## src/rtl/mio_pkg.sv

```systemverilog
package mio_pkg;

  // Configuration pair addresses, chosen by the base strap.
  localparam logic [9:0] CFG_IDX_LO = 10'h398;
  localparam logic [9:0] CFG_IDX_HI = 10'h26E;

  // Register indices.
  localparam logic [7:0] IDX_FUNC_EN   = 8'h00;
  localparam logic [7:0] IDX_FUNC_ADDR = 8'h01;
  localparam logic [7:0] IDX_PWR_TEST  = 8'h02;

  // Reset values; bit 7 of the power and test register is loaded from a strap.
  localparam logic [7:0] FUNC_EN_RST   = 8'h00;
  localparam logic [7:0] FUNC_ADDR_RST = 8'h00;
  localparam logic [7:0] PWR_TEST_RST  = 8'h00;

  // Function enable fields.
  localparam int FE_PAR = 0;
  localparam int FE_SER1 = 1;
  localparam int FE_SER2 = 2;
  localparam int FE_FDC = 3;
  localparam int FE_ENCODE = 4;
  localparam int FE_FDC_SEC = 5;
  localparam int FE_DISK = 6;
  localparam int FE_DISK_SEC = 7;

  // Power and test fields.
  localparam int PT_SOFT_PD = 0;
  localparam int PT_XTAL_PD = 1;
  localparam int PT_CS_MODE = 2;
  localparam int PT_PAR_IRQ7 = 3;
  localparam int PT_TEST1 = 4;
  localparam int PT_TEST2 = 5;
  localparam int PT_LOCK = 6;
  localparam int PT_PAR_EXT = 7;

  // Interrupt pin positions on the irq bus.
  localparam int IRQ3 = 0;
  localparam int IRQ4 = 1;
  localparam int IRQ5 = 2;
  localparam int IRQ7 = 3;

  // Peripheral address ranges.
  localparam logic [9:0] FDC_PRI = 10'h3F0;
  localparam logic [9:0] FDC_SEC = 10'h370;
  localparam logic [9:0] DOR_OFS = 10'h002;
  localparam logic [9:0] DISK_PRI_A = 10'h1F0;
  localparam logic [9:0] DISK_PRI_B = 10'h3F6;
  localparam logic [9:0] DISK_SEC_A = 10'h170;
  localparam logic [9:0] DISK_SEC_B = 10'h376;
  localparam logic [9:0] PAR_B0 = 10'h378;
  localparam logic [9:0] PAR_B1 = 10'h3BC;
  localparam logic [9:0] PAR_B2 = 10'h278;
  localparam logic [9:0] SER_B0 = 10'h3F8;
  localparam logic [9:0] SER_B1 = 10'h2F8;

  // Crystal settle time after a crystal stop.
  localparam real XTAL_SETTLE_MS = 8.0;
  localparam real CLK_MHZ = 125.0;
  localparam int XTAL_SETTLE_CYC = int'(XTAL_SETTLE_MS * CLK_MHZ * 1000.0);

  // One host I/O cycle as seen by the block, synchronous to the clock.
  typedef struct packed {
    logic [9:0] addr;
    logic [7:0] wdata;
    logic       rd;
    logic       wr;
    logic       io16;
  } mio_host_t;

endpackage : mio_pkg

```

## src/rtl/mio_config.sv

```systemverilog
module mio_config #(
  parameter int          XTAL_WAIT = mio_pkg::XTAL_SETTLE_CYC,
  parameter logic [9:0]  CS_BASE   = 10'h300
) (
  input  wire logic              clk_i,
  input  wire logic              rst_i,
  input  wire mio_pkg::mio_host_t host_i,
  output logic [7:0]             rd_data_o,
  output logic                   rd_data_oe_o,
  input  wire logic              config_base_strap_i,
  input  wire logic              port_output_strap_i,
  input  wire logic              pin_option_sel_i,
  input  wire logic              epp_enable_i,
  input  wire logic [7:0]        dor_i,
  input  wire logic              ser1_irq_i,
  input  wire logic              ser2_irq_i,
  input  wire logic              par_irq_i,
  input  wire logic              port_control_bit4_i,
  input  wire logic              ser1_sout_i,
  input  wire logic              ser2_sout_i,
  input  wire logic              ser1_baud_i,
  input  wire logic              ser2_baud_i,
  input  wire logic              ser1_lcr7_i,
  input  wire logic              ser2_lcr7_i,
  input  wire logic              zws_req_i,
  input  wire logic              shared_pin_i,
  output logic                   shared_pin_o,
  output logic                   shared_pin_oe_o,
  output logic                   par_sel_o,
  output logic                   ser1_sel_o,
  output logic                   ser2_sel_o,
  output logic                   fdc_sel_o,
  output logic                   ser1_clk_en_o,
  output logic                   ser2_clk_en_o,
  output logic                   fdc_clk_en_o,
  output logic                   xtal_en_o,
  output logic                   par_extended_o,
  output logic [3:0]             irq_o,
  output logic [3:0]             irq_oe_o,
  output logic                   drive_pin_a_o,
  output logic                   drive_pin_b_o,
  output logic                   motor_pin_a_o,
  output logic                   motor_pin_b_o,
  output logic                   disk_chip_select_a_n_o,
  output logic                   disk_chip_select_b_n_o,
  output logic                   disk_low_byte_enable_n_o,
  output logic                   disk_high_byte_enable_n_o,
  output logic                   disk_data_bit7_oe_o,
  output logic                   serial_out_first_o,
  output logic                   serial_out_second_o
);
  import mio_pkg::*;

  logic [7:0]  function_enable_reg_q;
  logic [7:0]  function_address_reg_q;
  logic [7:0]  power_test_reg_q;
  logic [7:0]  index_q;
  logic        init_q;
  logic        base_sel_q;
  logic [31:0] settle_q;
  logic        xtal_stop_q;
  logic [9:0]  idx_addr;
  logic        idx_hit;
  logic        dat_hit;
  logic        cfg_wr;
  logic [7:0]  cur_data;
  logic [9:0]  par_base;
  logic [9:0]  par_len;
  logic [9:0]  ser1_base;
  logic [9:0]  ser2_base;
  logic [9:0]  fdc_base;
  logic        pin_pd_mode;
  logic        power_down;
  logic        xtal_stop;
  logic        acc;
  logic        disk_a_hit;
  logic        disk_b_hit;
  logic [3:0]  irq_lvl;
  logic [3:0]  irq_en;

  // True when addr lies in [base, base+len).
  function automatic logic in_range(input logic [9:0] a, input logic [9:0] b,
                                    input logic [9:0] len);
    in_range = (a >= b) && ({1'b0, a} < ({1'b0, b} + {1'b0, len}));
  endfunction : in_range

  // Base of a serial port from its two-bit code and the third/fourth field.
  function automatic logic [9:0] ser_base(input logic [1:0] code, input logic [1:0] alt);
    logic [9:0] c3;
    logic [9:0] c4;
    case (alt)
      2'h0: begin c3 = 10'h3E8; c4 = 10'h2E8; end
      2'h1: begin c3 = 10'h338; c4 = 10'h238; end
      2'h2: begin c3 = 10'h2E8; c4 = 10'h2E0; end
      default: begin c3 = 10'h220; c4 = 10'h228; end
    endcase
    case (code)
      2'h0: ser_base = SER_B0;
      2'h1: ser_base = SER_B1;
      2'h2: ser_base = c3;
      default: ser_base = c4;
    endcase
  endfunction : ser_base

  // Configuration pair decode; the pair moves with the strap caught after reset.
  assign idx_addr = base_sel_q ? CFG_IDX_HI : CFG_IDX_LO;
  assign idx_hit  = host_i.addr == idx_addr;
  assign dat_hit  = host_i.addr == (idx_addr + 10'h001);
  assign cfg_wr   = host_i.wr && dat_hit && !power_test_reg_q[PT_LOCK];
  assign acc      = host_i.rd || host_i.wr;

  // Address ranges: parallel and serial from the function address register, floppy from the function enable register.
  always_comb begin
    case (function_address_reg_q[1:0])
      2'h0: begin par_base = PAR_B0; par_len = 10'h008; end
      2'h1: begin par_base = PAR_B1; par_len = 10'h003; end
      2'h2: begin par_base = PAR_B2; par_len = 10'h008; end
      default: begin par_base = PAR_B0; par_len = 10'h000; end
    endcase
    ser1_base = ser_base(function_address_reg_q[3:2], function_address_reg_q[7:6]);
    ser2_base = ser_base(function_address_reg_q[5:4], function_address_reg_q[7:6]);
    fdc_base  = function_enable_reg_q[FE_FDC_SEC] ? FDC_SEC : FDC_PRI;
  end

  // Disk ranges: eight-byte command block and the two control bytes.
  assign disk_a_hit = in_range(host_i.addr,
                               function_enable_reg_q[FE_DISK_SEC] ? DISK_SEC_A : DISK_PRI_A,
                               10'h008);
  assign disk_b_hit = in_range(host_i.addr,
                               function_enable_reg_q[FE_DISK_SEC] ? DISK_SEC_B : DISK_PRI_B,
                               10'h002);

  // Shared pin acts as a power-down input only with the option bits set that way.
  assign pin_pd_mode = pin_option_sel_i && !power_test_reg_q[PT_CS_MODE];
  assign power_down  = power_test_reg_q[PT_SOFT_PD] || (pin_pd_mode && !shared_pin_i);
  assign xtal_stop   = power_down && power_test_reg_q[PT_XTAL_PD];

  // Current value at the data port; unknown indices read as zero.
  always_comb begin
    case (index_q)
      IDX_FUNC_EN:   cur_data = function_enable_reg_q;
      IDX_FUNC_ADDR: cur_data = function_address_reg_q;
      IDX_PWR_TEST:  cur_data = power_test_reg_q;
      default:       cur_data = 8'h00;
    endcase
  end

  // Straps are caught on the first edge after reset, never under the reset itself.
  always_ff @(posedge clk_i or posedge rst_i) begin
    if (rst_i) begin
      init_q     <= 1'b0;
      base_sel_q <= 1'b0;
    end else if (!init_q) begin
      init_q     <= 1'b1;
      base_sel_q <= config_base_strap_i;
    end
  end

  // Index register; not a configuration register, so the lock leaves it alone.
  always_ff @(posedge clk_i or posedge rst_i) begin
    if (rst_i) begin
      index_q <= 8'h00;
    end else if (host_i.wr && idx_hit) begin
      index_q <= host_i.wdata;
    end
  end

  // Configuration registers; a write lands on the next edge.
  always_ff @(posedge clk_i or posedge rst_i) begin
    if (rst_i) begin
      function_enable_reg_q  <= FUNC_EN_RST;
      function_address_reg_q <= FUNC_ADDR_RST;
      power_test_reg_q       <= PWR_TEST_RST;
    end else if (!init_q) begin
      power_test_reg_q[PT_PAR_EXT] <= !port_output_strap_i;
    end else if (cfg_wr) begin
      case (index_q)
        IDX_FUNC_EN:   function_enable_reg_q  <= host_i.wdata;
        IDX_FUNC_ADDR: function_address_reg_q <= host_i.wdata;
        IDX_PWR_TEST:  power_test_reg_q       <= host_i.wdata;
        default:       ;
      endcase
    end
  end

  // Read path returns what the registers hold now.
  always_ff @(posedge clk_i or posedge rst_i) begin
    if (rst_i) begin
      rd_data_o    <= 8'h00;
      rd_data_oe_o <= 1'b0;
    end else begin
      rd_data_oe_o <= host_i.rd && (idx_hit || dat_hit);
      rd_data_o    <= idx_hit ? index_q : cur_data;
    end
  end

  // Crystal settle counter; clocks stay off until the crystal has had its time.
  always_ff @(posedge clk_i or posedge rst_i) begin
    if (rst_i) begin
      xtal_stop_q <= 1'b0;
      settle_q    <= 32'h0000_0000;
    end else begin
      xtal_stop_q <= xtal_stop;
      if (xtal_stop) begin
        settle_q <= 32'(XTAL_WAIT);
      end else if (settle_q != 32'h0000_0000) begin
        settle_q <= settle_q - 32'h0000_0001;
      end
    end
  end

  // Clock enables; a disabled function keeps its state, only its clock stops.
  always_ff @(posedge clk_i or posedge rst_i) begin
    if (rst_i) begin
      ser1_clk_en_o  <= 1'b0;
      ser2_clk_en_o  <= 1'b0;
      fdc_clk_en_o   <= 1'b0;
      xtal_en_o      <= 1'b1;
      par_extended_o <= 1'b0;
    end else begin
      ser1_clk_en_o  <= function_enable_reg_q[FE_SER1] && !power_down
                        && settle_q == 32'h0000_0000;
      ser2_clk_en_o  <= function_enable_reg_q[FE_SER2] && !power_down
                        && settle_q == 32'h0000_0000;
      fdc_clk_en_o   <= function_enable_reg_q[FE_FDC] && !power_down
                        && settle_q == 32'h0000_0000;
      xtal_en_o      <= !xtal_stop;
      par_extended_o <= power_test_reg_q[PT_PAR_EXT] && !epp_enable_i;
    end
  end

  // Peripheral selects, each gated by its enable bit.
  always_ff @(posedge clk_i or posedge rst_i) begin
    if (rst_i) begin
      par_sel_o  <= 1'b0;
      ser1_sel_o <= 1'b0;
      ser2_sel_o <= 1'b0;
      fdc_sel_o  <= 1'b0;
    end else begin
      par_sel_o  <= acc && function_enable_reg_q[FE_PAR]
                    && in_range(host_i.addr, par_base, par_len);
      ser1_sel_o <= acc && function_enable_reg_q[FE_SER1]
                    && in_range(host_i.addr, ser1_base, 10'h008);
      ser2_sel_o <= acc && function_enable_reg_q[FE_SER2]
                    && in_range(host_i.addr, ser2_base, 10'h008);
      fdc_sel_o  <= acc && function_enable_reg_q[FE_FDC]
                    && in_range(host_i.addr, fdc_base, 10'h008);
    end
  end

  // Disk interface controls, held inactive while the interface is off.
  always_ff @(posedge clk_i or posedge rst_i) begin
    if (rst_i) begin
      disk_chip_select_a_n_o    <= 1'b1;
      disk_chip_select_b_n_o    <= 1'b1;
      disk_low_byte_enable_n_o  <= 1'b1;
      disk_high_byte_enable_n_o <= 1'b1;
      disk_data_bit7_oe_o       <= 1'b0;
    end else begin
      disk_chip_select_a_n_o    <= !(acc && function_enable_reg_q[FE_DISK] && disk_a_hit);
      disk_chip_select_b_n_o    <= !(acc && function_enable_reg_q[FE_DISK] && disk_b_hit);
      disk_low_byte_enable_n_o  <= !(acc && function_enable_reg_q[FE_DISK]
                                     && (disk_a_hit || disk_b_hit));
      disk_high_byte_enable_n_o <= !(acc && function_enable_reg_q[FE_DISK]
                                     && disk_a_hit && host_i.io16);
      disk_data_bit7_oe_o       <= host_i.rd && function_enable_reg_q[FE_DISK]
                                   && disk_a_hit;
    end
  end

  // Drive and motor pins, direct active-low or encoded for an outside decoder.
  always_ff @(posedge clk_i or posedge rst_i) begin
    if (rst_i) begin
      drive_pin_a_o <= 1'b1;
      drive_pin_b_o <= 1'b1;
      motor_pin_a_o <= 1'b1;
      motor_pin_b_o <= 1'b1;
    end else if (function_enable_reg_q[FE_ENCODE]) begin
      drive_pin_a_o <= dor_i[0];
      drive_pin_b_o <= dor_i[1];
      motor_pin_a_o <= !dor_i[3'd4 + {1'b0, dor_i[1:0]}];
      motor_pin_b_o <= !(host_i.wr && host_i.addr == fdc_base + DOR_OFS);
    end else begin
      drive_pin_a_o <= dor_i[1:0] != 2'h0;
      drive_pin_b_o <= dor_i[1:0] != 2'h1;
      motor_pin_a_o <= !dor_i[4];
      motor_pin_b_o <= !dor_i[5];
    end
  end

  // Interrupt routing. Serial requests route regardless of the enable bit,
  // which is why software must mask them at the port before disabling it.
  always_comb begin
    irq_lvl = 4'h0;
    irq_en  = 4'h0;
    for (int i = 0; i < 2; i++) begin
      automatic logic [1:0] code = i == 0 ? function_address_reg_q[3:2]
                                          : function_address_reg_q[5:4];
      automatic logic       req  = i == 0 ? ser1_irq_i : ser2_irq_i;
      irq_en[code[0] ? IRQ3 : IRQ4]  = 1'b1;
      irq_lvl[code[0] ? IRQ3 : IRQ4] = irq_lvl[code[0] ? IRQ3 : IRQ4] | req;
    end
    if (function_enable_reg_q[FE_PAR]) begin
      case (function_address_reg_q[1:0])
        2'h0: begin
          irq_en[power_test_reg_q[PT_PAR_IRQ7] ? IRQ7 : IRQ5] = 1'b1;
          irq_lvl[power_test_reg_q[PT_PAR_IRQ7] ? IRQ7 : IRQ5] = par_irq_i && port_control_bit4_i;
        end
        2'h1: begin irq_en[IRQ7] = 1'b1; irq_lvl[IRQ7] = par_irq_i && port_control_bit4_i; end
        2'h2: begin irq_en[IRQ5] = 1'b1; irq_lvl[IRQ5] = par_irq_i && port_control_bit4_i; end
        default: ;
      endcase
    end
  end

  // Interrupt pins, serial test outputs and the shared option pin.
  always_ff @(posedge clk_i or posedge rst_i) begin
    if (rst_i) begin
      irq_o               <= 4'h0;
      irq_oe_o            <= 4'h0;
      serial_out_first_o  <= 1'b1;
      serial_out_second_o <= 1'b1;
      shared_pin_o        <= 1'b1;
      shared_pin_oe_o     <= 1'b0;
    end else begin
      irq_o    <= irq_lvl;
      irq_oe_o <= irq_en;
      serial_out_first_o  <= (power_test_reg_q[PT_TEST1] && ser1_lcr7_i) ? ser1_baud_i
                                                                          : ser1_sout_i;
      serial_out_second_o <= (power_test_reg_q[PT_TEST2] && ser2_lcr7_i) ? ser2_baud_i
                                                                          : ser2_sout_i;
      if (!pin_option_sel_i) begin
        shared_pin_o    <= 1'b0;
        shared_pin_oe_o <= zws_req_i;
      end else begin
        shared_pin_o    <= !(acc && in_range(host_i.addr, CS_BASE, 10'h008));
        shared_pin_oe_o <= power_test_reg_q[PT_CS_MODE];
      end
    end
  end

  lock_holds_a: assert property (@(posedge clk_i) disable iff (rst_i)
    init_q && power_test_reg_q[PT_LOCK] && host_i.wr && dat_hit |=>
      $stable(function_enable_reg_q) && $stable(function_address_reg_q)
      && $stable(power_test_reg_q))
    else $error("config write taken while locked");
  par_gate_a: assert property (@(posedge clk_i) disable iff (rst_i)
    !function_enable_reg_q[FE_PAR] |=> !par_sel_o)
    else $error("parallel port decoded while disabled");
  ser_block_a: assert property (@(posedge clk_i) disable iff (rst_i)
    !function_enable_reg_q[FE_SER1] |=> !ser1_sel_o && !ser1_clk_en_o)
    else $error("first serial port active while disabled");
  ser_irq_kept_a: assert property (@(posedge clk_i) disable iff (rst_i)
    ser1_irq_i && function_address_reg_q[3:2] == 2'h0 |=> irq_o[IRQ4] && irq_oe_o[IRQ4])
    else $error("serial interrupt not routed");
  fdc_block_a: assert property (@(posedge clk_i) disable iff (rst_i)
    !function_enable_reg_q[FE_FDC] |=> !fdc_sel_o && !fdc_clk_en_o)
    else $error("floppy active while disabled");
  enc_drive_a: assert property (@(posedge clk_i) disable iff (rst_i)
    function_enable_reg_q[FE_ENCODE] |=>
      {drive_pin_b_o, drive_pin_a_o} == $past(dor_i[1:0]))
    else $error("encoded drive number wrong");
  motor_pulse_a: assert property (@(posedge clk_i) disable iff (rst_i)
    function_enable_reg_q[FE_ENCODE] && host_i.wr && host_i.addr == fdc_base + DOR_OFS
      |=> !motor_pin_b_o)
    else $error("latch pulse missing");
  disk_idle_a: assert property (@(posedge clk_i) disable iff (rst_i)
    !function_enable_reg_q[FE_DISK] |=> disk_chip_select_a_n_o && disk_chip_select_b_n_o
      && disk_low_byte_enable_n_o && !disk_data_bit7_oe_o)
    else $error("disk controls active while disabled");
  par_irq7_a: assert property (@(posedge clk_i) disable iff (rst_i)
    function_enable_reg_q[FE_PAR] && function_address_reg_q[1:0] == 2'h0
      && power_test_reg_q[PT_PAR_IRQ7] |=> irq_oe_o[IRQ7])
    else $error("parallel interrupt not moved to seven");
  xtal_wait_a: assert property (@(posedge clk_i) disable iff (rst_i)
    $fell(xtal_stop) |=> !ser1_clk_en_o [*2])
    else $error("clock resumed before crystal settled");

endmodule : mio_config

```

## config.mk

```make
export PLATFORM = sky130hd
export DESIGN_NAME = mio_config
export DESIGN_NICKNAME = d
export VERILOG_FILES = /design/src/rtl/mio_pkg.sv /design/src/rtl/mio_config.sv
export SDC_FILE = /design/constraint.sdc
export NUM_CORES = 1
export LEC_CHECK = 0
export BUFFER_PORTS_ARGS = -buffer_cell sky130_fd_sc_hd__buf_2
export CELL_PAD_IN_SITES_DETAIL_PLACEMENT = 2
export CELL_PAD_IN_SITES_GLOBAL_PLACEMENT = 2
export CORE_ASPECT_RATIO = 0.9
export CORE_UTILIZATION = 35
export DETAILED_ROUTE_END_ITERATION = 8
export PLACE_DENSITY = 0.88
export SYNTH_ARGS = -nofsm -noshare
export SYNTH_HDL_FRONTEND = slang
export SYNTH_SLANG_ARGS = --single-unit
```

## constraint.sdc

```tcl
create_clock -name clk_i -period 3.45 [get_ports clk_i]
set_clock_uncertainty 0.2 [all_clocks]
set_input_delay 0 -clock clk_i [delete_from_list [all_inputs] [get_ports clk_i]]
set_output_delay 0 -clock clk_i [all_outputs]
set_load 0.02 [all_outputs]
```

=== Word level (Yosys, flattened, before mapping) ===
Index checks and enable logic that the tools add are counted.

* Register bits after elaboration: 105
* Bits in latches: 0
* RAM bits: 0
* Memory bits (read-only): 0
* Input bits: 47
* Output and inout port bits: 39
* Logic and storage cells: 216
* Memories: 0

* Add/sub/neg operators: 10
* Multiply operators: 0
* Divide/modulo/power cells: 0
* Order comparisons: 21
* Eq/ne operators: 16
* Shift operators: 0
* Mux-type cells: 52
* Bitwise operators: 5
* Reduce and logical (&&, ||, !) cells: 78

{| class="wikitable"
|+ Operators by type and width
! cell !! count
|-
| 32-bit two-way mux || 2
|-
| 10-bit by 11-bit < comparator with 1-bit output || 5
|-
| 9-bit one-hot mux with 3 select lines || 2
|-
| 10-bit >= comparator || 5
|-
| 8-bit two-way mux || 6
|-
| 8-bit one-hot mux with 3 select lines || 2
|-
| 1-bit logical AND || 44
|-
| 10-bit by 4-bit adder with 11-bit output, second input constant || 3
|-
| 32-bit logical NOT || 1
|-
| 32-bit nonzero test || 1
|-
| 32-bit by 1-bit subtractor with 32-bit output, second input constant || 1
|-
| 10-bit equality test || 3
|-
| 10-bit one-hot mux with 3 select lines || 1
|-
| 1-bit two-way mux || 20
|-
| 9-bit one-hot mux with 2 select lines || 1
|-
| 1-bit logical NOT || 16
|-
| 10-bit by 10-bit adder with 11-bit output || 1
|-
| 10-bit by 2-bit adder with 11-bit output, second input constant || 1
|-
| 10-bit by 1-bit adder with 10-bit output, second input constant || 1
|-
| 9-bit by 3-bit adder with 10-bit output, second input constant || 1
|-
| 9-bit by 4-bit adder with 10-bit output, second input constant || 1
|-
| 10-bit >= comparator, second input constant || 1
|-
| 10-bit by 9-bit >= comparator with 1-bit output || 1
|-
| 10-bit < comparator || 1
|-
| other kinds (31) || 61
|}

=== Logic depth before layout (Yosys ltp) ===
* Depth in word-level cells: 14
* Depth in mapped cells: 12

=== Least setup slack after synthesis ===
Ideal clock, no wire load.

* Kind: register to register
* Start: register settle_q[12]
* End: register settle_q[6]
* Library setup time: 131 ps
* Data arrival time: 2237 ps
* Required time: 3119 ps
* Slack: 882 ps
* Stages on the path, launching flop included: 8
* Path buffers: 2
* Clock period less this slack: 2568 ps
* Path through: dfrtp_1 > or4_1 > clkbuf_1 > or3_1 > buf_2 > o31ai_4 > nor3_1 > or3_1

* Longest elaborated chain between the ends: 2

{| class="wikitable"
|+ RTL lines
! what !! RTL line !! source
|-
| from (decl) || mio_config.sv:60 || <nowiki>logic [31:0] settle_q;</nowiki>
|-
| from (signal assigned) || mio_config.sv:205 || <nowiki>settle_q <= 32'(XTAL_WAIT);</nowiki>
|-
| from (signal assigned) || mio_config.sv:207 || <nowiki>settle_q <= settle_q - 32'h0000_0001;</nowiki>
|-
| 32-bit nonzero test || mio_config.sv:206 || <nowiki>end else if (settle_q != 32'h0000_0000) begin</nowiki>
|-
| 2-bit nonzero test (no line) || - ||
|}

Every way passes these cells.
A chain may end at the register's enable or synchronous reset.

=== Worst setup path in the final report ===
* Start: register base_sel_q
* End: register function_enable_reg_q[5]

* Longest elaborated chain between the ends: 6

{| class="wikitable"
|+ RTL lines
! what !! RTL line !! source
|-
| from (decl) || mio_config.sv:59 || <nowiki>logic base_sel_q;</nowiki>
|-
| from (signal assigned) || mio_config.sv:155 || <nowiki>base_sel_q <= config_base_strap_i;</nowiki>
|-
| 9-bit two-way mux || mio_config.sv:106 || <nowiki>assign idx_addr = base_sel_q ? CFG_IDX_HI : CFG_IDX_LO;</nowiki>
|-
| 10-bit by 1-bit adder with 10-bit output || mio_config.sv:108 || <nowiki>assign dat_hit = host_i.addr == (idx_addr + 10'h001);</nowiki>
|-
| 10-bit equality test || mio_config.sv:108 ||
|-
| 1-bit logical AND (2 in series) || mio_config.sv:109 || <nowiki>assign cfg_wr = host_i.wr && dat_hit && !power_test_reg_q[PT_LOCK];</nowiki>
|-
| 3-bit AND reduction (no line) || - ||
|-
| to (signal assigned) || mio_config.sv:178 || <nowiki>IDX_FUNC_EN: function_enable_reg_q <= host_i.wdata;</nowiki>
|-
| to (decl) || mio_config.sv:54 || <nowiki>logic [7:0] function_enable_reg_q;</nowiki>
|}

Every way passes these cells.

==> metrics.md <==
| Metric | Value |
|---|---|
| Met3 Usage GRT | about 3.7% |
| Max-slew violation count | 0 |
| Syn avg cell area | 10.1 um2 |
| Number of max-cap violations | 0 |
| Slowest CP cell | nand4_1 |
| Status | complete, but fails checks |
| Die height | approximately 120 um |
| Ys flop type | dfrtp_1 |
| Leading cell type in the layout, fill and taps excluded | dfrtp_1 |
| Violated checks | design-rule violations |
| Top Usage Layer GRT | met2 |
| Hpwl dp | around 14000 um |
| CTS tree | done |
| Crit path launch type | flip-flop |
| Final net count | 790 |
| PD cells | ~350 mW/mm2 |
| Final period util | about 87% |
| Largest net degree at the start of global routing | 60 |
| H-tree depth | 3 |
| Horiz. Die Dim | 138 um |
| Root buf cell | clkbuf_16 |
| CP cell instances | nor4b_1 -> a22oi_1 -> nor4_1 -> buf_4 -> nand4_1 -> mux2_2 |
| Num Clock Sinks | between 100 and 150 |
| GR Overflow Total | 0 |
| Initial DRC Count | 360 |
| Maximum vdd drop | approximately 0.00022 V |
| CTS Buf Count | 9 |
| F_max | roughly 330 MHz |
| Worst setup EP type | flip-flop |
| Number of global-route vias before repair | roughly 6k |
| CP Max Fanout | 8 |
| IO buf count | 83 |
| Via density per instance | between 5 and 6 |
| Synth Area in XOR/XNOR | about 1.8% |
| # rows | 44 |
| Max_slew headroom | about a third |
| Met2 Track Usage GR | 48.3% |
| Most frequent cells in the layout | dfrtp_1, buf_2, nor2_1 |
| Placed Instances | around 850 |
| Gr usage total | between 20% and 30% |
| Dpl ws | 0.602 ns |
| Final setup violation count | 0 |
| Post-DRT Antenna Nets | 0 |
| Post-synthesis mux area share | between 8 and 9% |
| Hold Crit Class | in2reg |
| CP delay by family, top | simple AND/OR/NAND/NOR gates |
| Final Non-Filler Cells | slightly above 900 |
| Clock transition at path regs | roughly 0.08 ns |
| Worst path bufs/invs | 1 |
| Resized cells post-CTS | 0 |
| FFs w/ async S/R, synth | between 90% and 100% |
| Hold Violations, Final | 0 |
| Largest family of logic cells by synthesized area | simple AND/OR/NAND/NOR gates |
| DRT Pass-1 Iters | 6 |
| Antenna violations before repair | 0 |
| RSZ-0062 raised after global routing | false |
| Die ar. | between 0.015 and 0.02 mm2 |
| Leakage power | between 3 and 4 nW |
| Max incr delay on CP | 0.48 ns |
| Setup ws final | ~0.46 ns |
| Max Buffers Root-to-Sink | 2 |
| Post-synthesis instance area | between 0.005 and 0.006 mm2 |
| IO Count | 86 |
| Tmin final | approximately 3.0 ns |
| WL/cell | 23.5 um |
| Post-synthesis net count | ~670 |
| WP data required | approximately 3.5 ns |
| First-pass GRT wire length | roughly 34000 um |
| Synth Area in Simple Gates | 19.7% |
| Compound-gate portion of the synthesized area | roughly an eighth |
| Detailed-route DRC error count | 4 |
| Post-route setup TNS | 0 ns |
| Critical path type | reg2reg |
| Met1 GRT Util | 29.1% |
| Via count | ~5.2k |
| Post-synthesis adder-cell area fraction | under 10% |
| Number of distinct library cells after synthesis | 57 |
| GPL Wtd Cong | 0.833 |
| Synth Instances | just under 600 |
| Post-synth EDFFs | 0 |
| Worst Tran Pin Value | approximately 0.99 ns |
| Routed WL | ~21000 um |
| Yosys warning count | 0 |
| Arr. time, crit path | between 3 and 4 ns |
| Sequential fraction of the synthesis area | a little under half |
| N_diodes | 0 |
| Share of cells above drive strength 1 | between 20% and 30% |
| Initial Util | between 30% and 40% |
| Number of synthesized register bits | approximately 110 |
| Layout Area Growth over Synthesis | 23.7% |
| Clk Latency, worst-skew pair | ~0.36 ns |
| Total core area | 0.0162 mm2 |
[stage by stage]
| step | total power, mW | hold slack [ns] | util (%) | instance area (um2) |
|---|---|---|---|---|
| CTS | 2.54 | 0.00438 | 44.7 | 7250 |
| global placement | 1.46 | -0.0529 | 40.2 | 6520 |
| finish | 2.54 | 0.0277 | 44.7 | 7250 |
| global route | 2.62 | 0.105 | 44.7 | 7250 |
| detailed placement | 1.47 | -0.0405 | 40.2 | 6520 |
| floorplan | 1.38 | -0.148 | - | 5860 |
[area by class of cell]
class | instances | area (um2)
well taps | 207 | 259
flip-flops and latches | 105 | 2640
fillers | 1687 | 8990
clock buffers | 10 | 239
multi-input cells | 413 | 2980
repair buffers | 138 | 936
inverters | 34 | 130
clock inverters | 6 | 61.3
[cells in the mapped netlist, types with 6 or more instances]
| master | number | area (um2) |
|---|---|---|
| a211oi_1 | 11 | 82.6 |
| a21oi_1 | 28 | 140 |
| and3_1 | 13 | 81.3 |
| buf_2 | 6 | 30.0 |
| clkbuf_1 | 19 | 71.3 |
| dfrtp_1 | 93 | 2330 |
| dfstp_2 | 12 | 315 |
| ha_1 | 42 | 526 |
| inv_1 | 34 | 128 |
| mux2_2 | 35 | 394 |
| mux2i_1 | 11 | 110 |
| nand2_1 | 25 | 93.8 |
| nand2b_1 | 6 | 37.5 |
| nand3_1 | 11 | 55.1 |
| nand4_1 | 9 | 56.3 |
| nor2_1 | 51 | 191 |
| nor2b_1 | 7 | 43.8 |
| nor3_1 | 16 | 80.1 |
| nor4_1 | 12 | 75.1 |
| o21ai_0 | 21 | 105 |
| o31ai_1 | 6 | 45.0 |
| or3_1 | 16 | 100 |
| or4_1 | 17 | 128 |
| xor2_1 | 9 | 78.8 |
[registers in the layout, summed over array words and instances, names as in the netlist, 4 cells and up]
signal and cells:
index_q 8, power_test_reg_q 8, function_address_reg_q 8, settle_q 32, irq_oe_o 4, function_enable_reg_q 8
rd_data_o 8, irq_o 4
[worst register-to-register path: cells and delay by family (launching register included)]
family	cells	cell delay (ns)
AOI/OAI and AO/OA	1	0.24
DFF	1	0.43
buffers and inverters	1	0.23
muxes	1	0.47
and+or+nand+nor	3	1.30
[path summary, 6_finish.rpt]
kind / end / from / slack, ns / cells after the start
max: function_enable_reg_q[5] / base_sel_q / 0.46 / 6
min: shared_pin_o / host_i[18] / 0.03 / 3
max reg2reg: function_enable_reg_q[5] / base_sel_q / 0.46 / 6
min reg2reg: power_test_reg_q[6] / power_test_reg_q[6] / 0.31 / 1
max in group asynchronous: xtal_en_o / rst_i / 2.09 / 4
min in group asynchronous: settle_q[18] / rst_i / 0.14 / 3
[where the power goes]
group / total, mW / switching [mW] / internal (mW) / leakage, nW
Combinational: 0.233 / 0.139 / 0.0934 / 1.84
Clock: 1.05 / 0.521 / 0.529 / 0.144
Sequential: 1.26 / 0.0139 / 1.25 / 1.27
Total: 2.54 / 0.674 / 1.87 / 3.26
[kinds of logic after synthesis]
family	after synthesis
other	2
flip-flops	105
buffers and inverters	60
AND/OR/NAND/NOR	208
XOR/XNOR	12
AO/OA/AOI/OAI	103
multiplexers	46
adder cells (fa/ha/maj)	42
[layer usage]
| metal | share of wire [%] | vias to the layer above |
|---|---|---|
| li1 | - | 2348 |
| met1 | 40 | 2710 |
| met2 | 54 | 128 |
| met3 | 3.2 | 46 |
| met4 | 3.2 | 0 |
| met5 | 0 | - |
[what timing repair did]
item,4_1_cts,5_1_grt
endpoints found under the setup margin,0,0
hold buffers,43,0
buffers inserted,0,0
endpoints found under the hold margin,109,0
No activity file was read; power rests on OpenSTA's default activity.
